**src/ifs_pkg.sv**
```systemverilog
// Package for the second interrupt flag status bank.
// Assumes a 32-bit classic Wishbone register bus on one 40 MHz clock.
package ifs_pkg;
    // Register byte offsets (word aligned)
    localparam logic [3:0] IFS_FLAG_OFF = 4'h0;
    localparam logic [3:0] IFS_MASK_OFF = 4'h4;
    localparam logic [3:0] IFS_EVT_OFF = 4'h8;
    // Flag bit positions
    localparam int IFS_PMP_BIT = 13;
    localparam int IFS_OC5_BIT = 9;
    localparam int IFS_IC5_BIT = 7;
    localparam int IFS_IC4_BIT = 6;
    localparam int IFS_IC3_BIT = 5;
    localparam int IFS_SP2E_BIT = 1;
    localparam int IFS_SP2F_BIT = 0;
    localparam int IFS_NSRC = 7;
    // Implemented bits of the 16-bit flag register
    localparam logic [15:0] IFS_IMPL_MASK = 16'h22e3;
    // Values after reset
    localparam logic [15:0] IFS_FLAG_RST = 16'h0000;
    localparam logic [15:0] IFS_MASK_RST = 16'h0000;
    localparam logic [15:0] IFS_EVT_RST = 16'h0000;
endpackage

```
**src/ifs_flag_bit.sv**
```systemverilog
// One sticky request flag with software write port.
// Assumes set, write and read-clear strobes are on the same clock.
`timescale 1ns/1ps
module ifs_flag_bit (
    input wire logic clk_i,
    input wire logic rst_i,
    input wire logic set_i,
    input wire logic wr_i,
    input wire logic wr_val_i,
    input wire logic rd_clr_i,
    output logic flag_o
);
    logic flag_reg;
    logic flag_next;
    // A hardware set wins over any clear in the same cycle
    assign flag_next = set_i ? 1'b1 :
                       wr_i ? wr_val_i :
                       rd_clr_i ? 1'b0 : flag_reg;
    assign flag_o = flag_reg;

    // Flag storage
    always_ff @(posedge clk_i) begin
        if (rst_i) begin
            flag_reg <= 1'b0;
        end else begin
            flag_reg <= flag_next;
        end
    end
endmodule // ifs_flag_bit

```
**src/ifs_bank.sv**
```systemverilog
// Second interrupt flag status bank with Wishbone slave and interrupt.
// Assumes event pulses are synchronous to clk_i; bus is classic Wishbone.
//
// Behaviour
// RL1 - Flags read one when pending, zero otherwise; read/write; reset clears.
// RL2 - Bit 9 holds the output compare channel 5 request flag.
// RL3 - Bits 7 and 6 hold input capture 5 and 4 request flags.
// RL4 - Bit 5 holds the input capture channel 3 request flag.
// RL5 - Bit 1 holds the second serial port transfer event flag.
// RL6 - Bit 0 holds the second serial port fault flag.
// RL7 - Bit 13 holds parallel port flag; other bits read zero, ignore writes.
`timescale 1ns/1ps
module ifs_bank (
    input wire logic clk_i,
    input wire logic rst_i,
    input wire logic wb_cyc_i,
    input wire logic wb_stb_i,
    input wire logic wb_we_i,
    input wire logic [3:0] wb_adr_i,
    input wire logic [3:0] wb_sel_i,
    input wire logic [31:0] wb_dat_i,
    output logic [31:0] wb_dat_o,
    output logic wb_ack_o,
    output logic wb_err_o,
    input wire logic parallel_port_evt_i,
    input wire logic compare5_evt_i,
    input wire logic capture5_evt_i,
    input wire logic capture4_evt_i,
    input wire logic capture3_evt_i,
    input wire logic serial2_event_evt_i,
    input wire logic serial2_fault_evt_i,
    output logic irq_o
);
    import ifs_pkg::*;

    logic ack_reg;
    logic err_reg;
    logic [31:0] dat_reg;
    logic [31:0] dat_next;
    logic [15:0] mask_reg;
    logic [15:0] evt_reg;
    logic [15:0] evt_next;
    logic [15:0] flags;
    logic [15:0] evt_in;
    logic [15:0] flag_wr_val;
    logic [15:0] evt_rd_clr;

    // Bus decode: one answer per access, ack dropped the cycle after
    wire req = wb_cyc_i && wb_stb_i && !ack_reg && !err_reg;
    wire hit_flag = (wb_adr_i == IFS_FLAG_OFF);
    wire hit_mask = (wb_adr_i == IFS_MASK_OFF);
    wire hit_evt = (wb_adr_i == IFS_EVT_OFF);
    wire hit_any = hit_flag || hit_mask || hit_evt;
    wire wr_lo = req && wb_we_i && wb_sel_i[0];
    wire wr_hi = req && wb_we_i && wb_sel_i[1];
    wire flag_wr = (wr_lo || wr_hi) && hit_flag;
    wire evt_rd = req && !wb_we_i && hit_evt;

    // Byte lanes not selected keep the old flag value
    assign flag_wr_val = {wr_hi ? wb_dat_i[15:8] : flags[15:8],
                          wr_lo ? wb_dat_i[7:0] : flags[7:0]};

    // Source events placed at their flag positions
    always_comb begin
        evt_in = 16'h0000;
        evt_in[IFS_PMP_BIT] = parallel_port_evt_i; // RL7
        evt_in[IFS_OC5_BIT] = compare5_evt_i; // RL2
        evt_in[IFS_IC5_BIT] = capture5_evt_i; // RL3
        evt_in[IFS_IC4_BIT] = capture4_evt_i; // RL3
        evt_in[IFS_IC3_BIT] = capture3_evt_i; // RL4
        evt_in[IFS_SP2E_BIT] = serial2_event_evt_i; // RL5
        evt_in[IFS_SP2F_BIT] = serial2_fault_evt_i; // RL6
    end

    // One flag cell per bit; unimplemented bits are tied to zero
    genvar gi;
    generate
        for (gi = 0; gi < 16; gi++) begin : g_flag
            if (IFS_IMPL_MASK[gi]) begin : g_impl
                ifs_flag_bit u_bit (
                    .clk_i(clk_i),
                    .rst_i(rst_i),
                    .set_i(evt_in[gi]),
                    .wr_i(flag_wr),
                    .wr_val_i(flag_wr_val[gi]),
                    .rd_clr_i(1'b0),
                    .flag_o(flags[gi])
                ); // RL1
            end else begin : g_unimpl
                assign flags[gi] = 1'b0; // RL7
            end
        end
    endgenerate

    // Event status: sticky copies, cleared by a read, set wins
    assign evt_rd_clr = evt_rd ? 16'hffff : 16'h0000;
    assign evt_next = ((evt_reg & ~evt_rd_clr) | evt_in) & IFS_IMPL_MASK;

    // Read data chosen combinationally, registered with the ack
    assign dat_next = hit_flag ? {16'h0000, flags} :
                      hit_mask ? {16'h0000, mask_reg} :
                      hit_evt ? {16'h0000, evt_reg} : 32'h0000_0000;

    // Interrupt is a level: any unmasked sticky event
    assign irq_o = |(evt_reg & mask_reg);
    assign wb_ack_o = ack_reg;
    assign wb_err_o = err_reg;
    assign wb_dat_o = dat_reg;

    // Bus answer, one cycle after the request is seen
    always_ff @(posedge clk_i) begin
        if (rst_i) begin
            ack_reg <= 1'b0;
            err_reg <= 1'b0;
            dat_reg <= 32'h0000_0000;
        end else begin
            ack_reg <= req && hit_any;
            err_reg <= req && !hit_any; // Unmapped address gets an error
            dat_reg <= (req && !wb_we_i) ? dat_next : 32'h0000_0000;
        end
    end

    // Mask and event status storage
    always_ff @(posedge clk_i) begin
        if (rst_i) begin
            mask_reg <= IFS_MASK_RST;
            evt_reg <= IFS_EVT_RST;
        end else begin
            evt_reg <= evt_next;
            if (req && wb_we_i && hit_mask) begin
                mask_reg <= {wr_hi ? wb_dat_i[15:8] : mask_reg[15:8],
                             wr_lo ? wb_dat_i[7:0] : mask_reg[7:0]}
                            & IFS_IMPL_MASK;
            end
        end
    end
endmodule // ifs_bank

```
**config.mk**
```make
export PLATFORM = sky130hd
export DESIGN_NAME = ifs_bank
export DESIGN_NICKNAME = d
export VERILOG_FILES = /design/src/ifs_pkg.sv /design/src/ifs_flag_bit.sv /design/src/ifs_bank.sv
export SDC_FILE = /design/constraint.sdc
export NUM_CORES = 1
export LEC_CHECK = 0
export ABC_AREA = 0
export BUFFER_PORTS_ARGS = -buffer_cell sky130_fd_sc_hd__buf_4
export CAP_MARGIN = 0
export CELL_PAD_IN_SITES_DETAIL_PLACEMENT = 1
export CELL_PAD_IN_SITES_GLOBAL_PLACEMENT = 1
export CORE_MARGIN = 3
export CORE_UTILIZATION = 31
export DETAILED_ROUTE_END_ITERATION = 16
export PLACE_DENSITY_LB_ADDON = 0.1
export SLEW_MARGIN = 10
export SYNTH_ARGS = -nofsm -noshare
export SYNTH_HDL_FRONTEND = slang
export SYNTH_SLANG_ARGS = --single-unit
```
**constraint.sdc**
```tcl
create_clock -name clk_i -period 2 [get_ports clk_i]
set_input_delay 0.4 -clock clk_i [delete_from_list [all_inputs] [get_ports clk_i]]
set_output_delay 0.4 -clock clk_i [all_outputs]
set_load 0.03 [all_outputs]
```
==> metrics.txt <==
status=finished clean; Final Hold Fails=0; row count=25; RSZ-0062 raised after global routing=no; core footprint=4848 sq um; Hold Startpoint=wb_dat_i[5]; Post-Synthesis Cell Area=1592 sq um; worst setup path category=register to output port; Largest stage delay, worst path=~0.35 ns; cell-internal power=roughly 930 uW; register area share after synthesis=0.3774; Reg-to-Reg Start=wb_ack_o; worst hold margin=approximately 0.4 ns; worst-path fanout max=3; share of the synthesized area in the top cell type=0.3774; commonest non-fill, non-tap cell in the layout=buf_4; Synth Area in XOR/XNOR=0; WL per Instance=around 16 um; # H-tree levels=2; Netlist cell types=32; Post-Synth Adder-Cell Area=0; layout cells sized above 1=0.2300; drt first-iter violations=a little over 70; vias in the first global route=around 1500; Placer Congestion=around 0.8; GR Util met2=0.2543; Vias/cell=between 4 and 5; skew final=roughly 0.0014 ns; CP delay by family, top=flip-flops; top cells by area, synth=dfxtp_1 (38%), buf_4 (12%), nor2_1 (5.0%), mux2i_1 (4.4%), a2111oi_0 (3.9%); CTS tree=built; clock share of power=0.349; CTS hold repair buffers=0; combinational fraction of design power=0.166; Tmin final=about 1.7 ns; Setup Viol. Count Final=0; largest family of logic cells by synthesized area=simple AND/OR/NAND/NOR gates; Ports=87; mux cell area share after synthesis=0.04403; Placed Instance Area=between 1500 and 2000 sq um; crit path cell chain=a222oi_1 -> nand3_1 -> buf_4; Cells after Synth=181; Compound-Gate Fraction of Synth Area=0.1863; Initial Util=0.3283; maxcap violations=0; root buffer cell=clkbuf_8; Design Area, Final=about 1900 sq um; diode count=0; Post-synth EDFFs=0; Switching Fraction=0.2939; sw power=~390 uW; clk sink count=30; largest net degree at the start of global routing=20; die width=around 78 um; Worst setup EP type=output port; CP Launch Type=register; Synth Area in Simple Gates=0.2256; layout net count=about 270; PostCTS Resize Cnt=0; dpl cells=between 200 and 300; GRT overflow=0; Leak Pwr=between 0.7 and 0.8 nW; Final ANT Viol Nets=0; data required time of the worst path=1.60 ns; Routed Wire Length=roughly 4.5 mm; clock tree buffer depth=2; Hold Path Class=input port to register; most frequent cells in the layout=buf_4 (38), dfxtp_1 (30), conb_1 (25), nor2_1 (21), nand2_1 (16); Power Density=a little over 700 nW/um^2; clock latency on the worst-skew pair=around 0.28 ns; initial antenna violation count=0; CTS Buf Count=5; leading area contributor after synthesis=dfxtp_1; DRC violation count after routing=0; Max Slew Vio Count=0; final worst-path cycle share=0.8480; die area=between 6000 and 7000 sq um; Final Instance Count excl. Fillers=280; CP startpoint=evt_reg[7]; sequential share of power=0.485; First-pass DRT Iterations=5; slowest CP cell=dfxtp_1; Fillers=~590; Yosys reg bits=30; worst vdd ir=~0.33 mV; Synth async-reset ratio=0; grt met1 use=0.2034; first-pass GRT wire length=roughly 7.4 mm; post-CTS setup buffers=0; Post-DP HPWL=between 3 and 4 mm; WP data arrival=1.30 ns; CP Buf/Inv Count=1; Yosys warning count=0; top_reg_cell synth=dfxtp_1; Layout area overhead=17.45%; f_max=around 0.59 GHz; synthesized area per cell=slightly below 9 sq um; gr usage total=0.1572; overall via count from detail_route=around 1400; gr busiest metal=met2; clock transition at the registers of the reported paths=0.06 ns; buffers added on ports=34; Die Y=between 70 and 80 um; setup TNS=0 ns; met3 GRT Util=0.03132
==> path summary, 6_finish.rpt <==
path                                    endpoint  slack (ns)  depth (start not counted)
hold reg to reg   g_flag[13].g_impl.u_bit.flag_o        0.47                          2
setup reg to reg                     wb_dat_o[9]        0.35                          3
hold / removal                       mask_reg[5]        0.39                          3
setup / recovery                           irq_o        0.30                          3
==> power by group through the flow <==
| stage | combinational [mW] | clock (mW) | sequential [mW] |
|---|---|---|---|
| after floorplan | 0.182 | 0 | 0.647 |
| after global placement | 0.211 | 0 | 0.651 |
| after CTS | 0.219 | 0.479 | 0.638 |
| final | 0.219 | 0.460 | 0.639 |
| after global routing | 0.242 | 0.503 | 0.641 |
| after detailed placement | 0.219 | 0 | 0.652 |
==> routing by layer <==
| layer | part of all wire | wire [um] |
|---|---|---|
| met5 | 0 | 0 |
| met4 | 0.017 | 74 |
| met3 | 0.065 | 288 |
| met2 | 0.46 | 2071 |
| met1 | 0.45 | 2022 |
==> worst register-to-register path, delay by kind of cell, from the launching register on <==
kind / cells / cell delay [ns]
AO/OA/AOI/OAI: 1 / 0.48
flip-flops: 1 / 0.33
AND/OR/NAND/NOR: 2 / 0.72
==> cell families after synthesis <==
group | count (synthesis)
and+or+nand+nor | 66
AOI/OAI and AO/OA | 39
buffers and inverters | 38
DFF | 30
muxes | 7
other | 1
==> through the flow <==
| stage | power [mW] | setup slack [ns] | util |
|---|---|---|---|
| finish | 1.318 | 0.3040 | 0.3855 |
| CTS | 1.336 | 0.2918 | 0.3855 |
| detailed placement | 0.8706 | 0.1572 | 0.3698 |
| global placement | 0.8624 | 0.2126 | 0.3698 |
| global route | 1.386 | 0.1483 | 0.3855 |
| floorplan | 0.8286 | 0.3194 | - |
==> layout make-up <==
class	instances	area, sq um	share of cell area
multi-input combinational	137	819.5	0.4384
sequential	30	600.6	0.3213
timing repair buffer	38	285.3	0.1526
tap	67	83.83	0.04485
clock buffer	7	76.32	0.04083
inverter	1	3.754	0.002008
==> cell usage after synthesis (all sizes together) (7+ instances only) <==
master,n
a211oi,7
nor2,21
o31ai,7
a2111oi,7
nor2b,7
mux2i,7
nand2,16
dfxtp,30
buf,30
a21oi,7
clkbuf,7
a41oi,7
nand2b,7
Note: power is estimated with default switching activity, not from simulation.
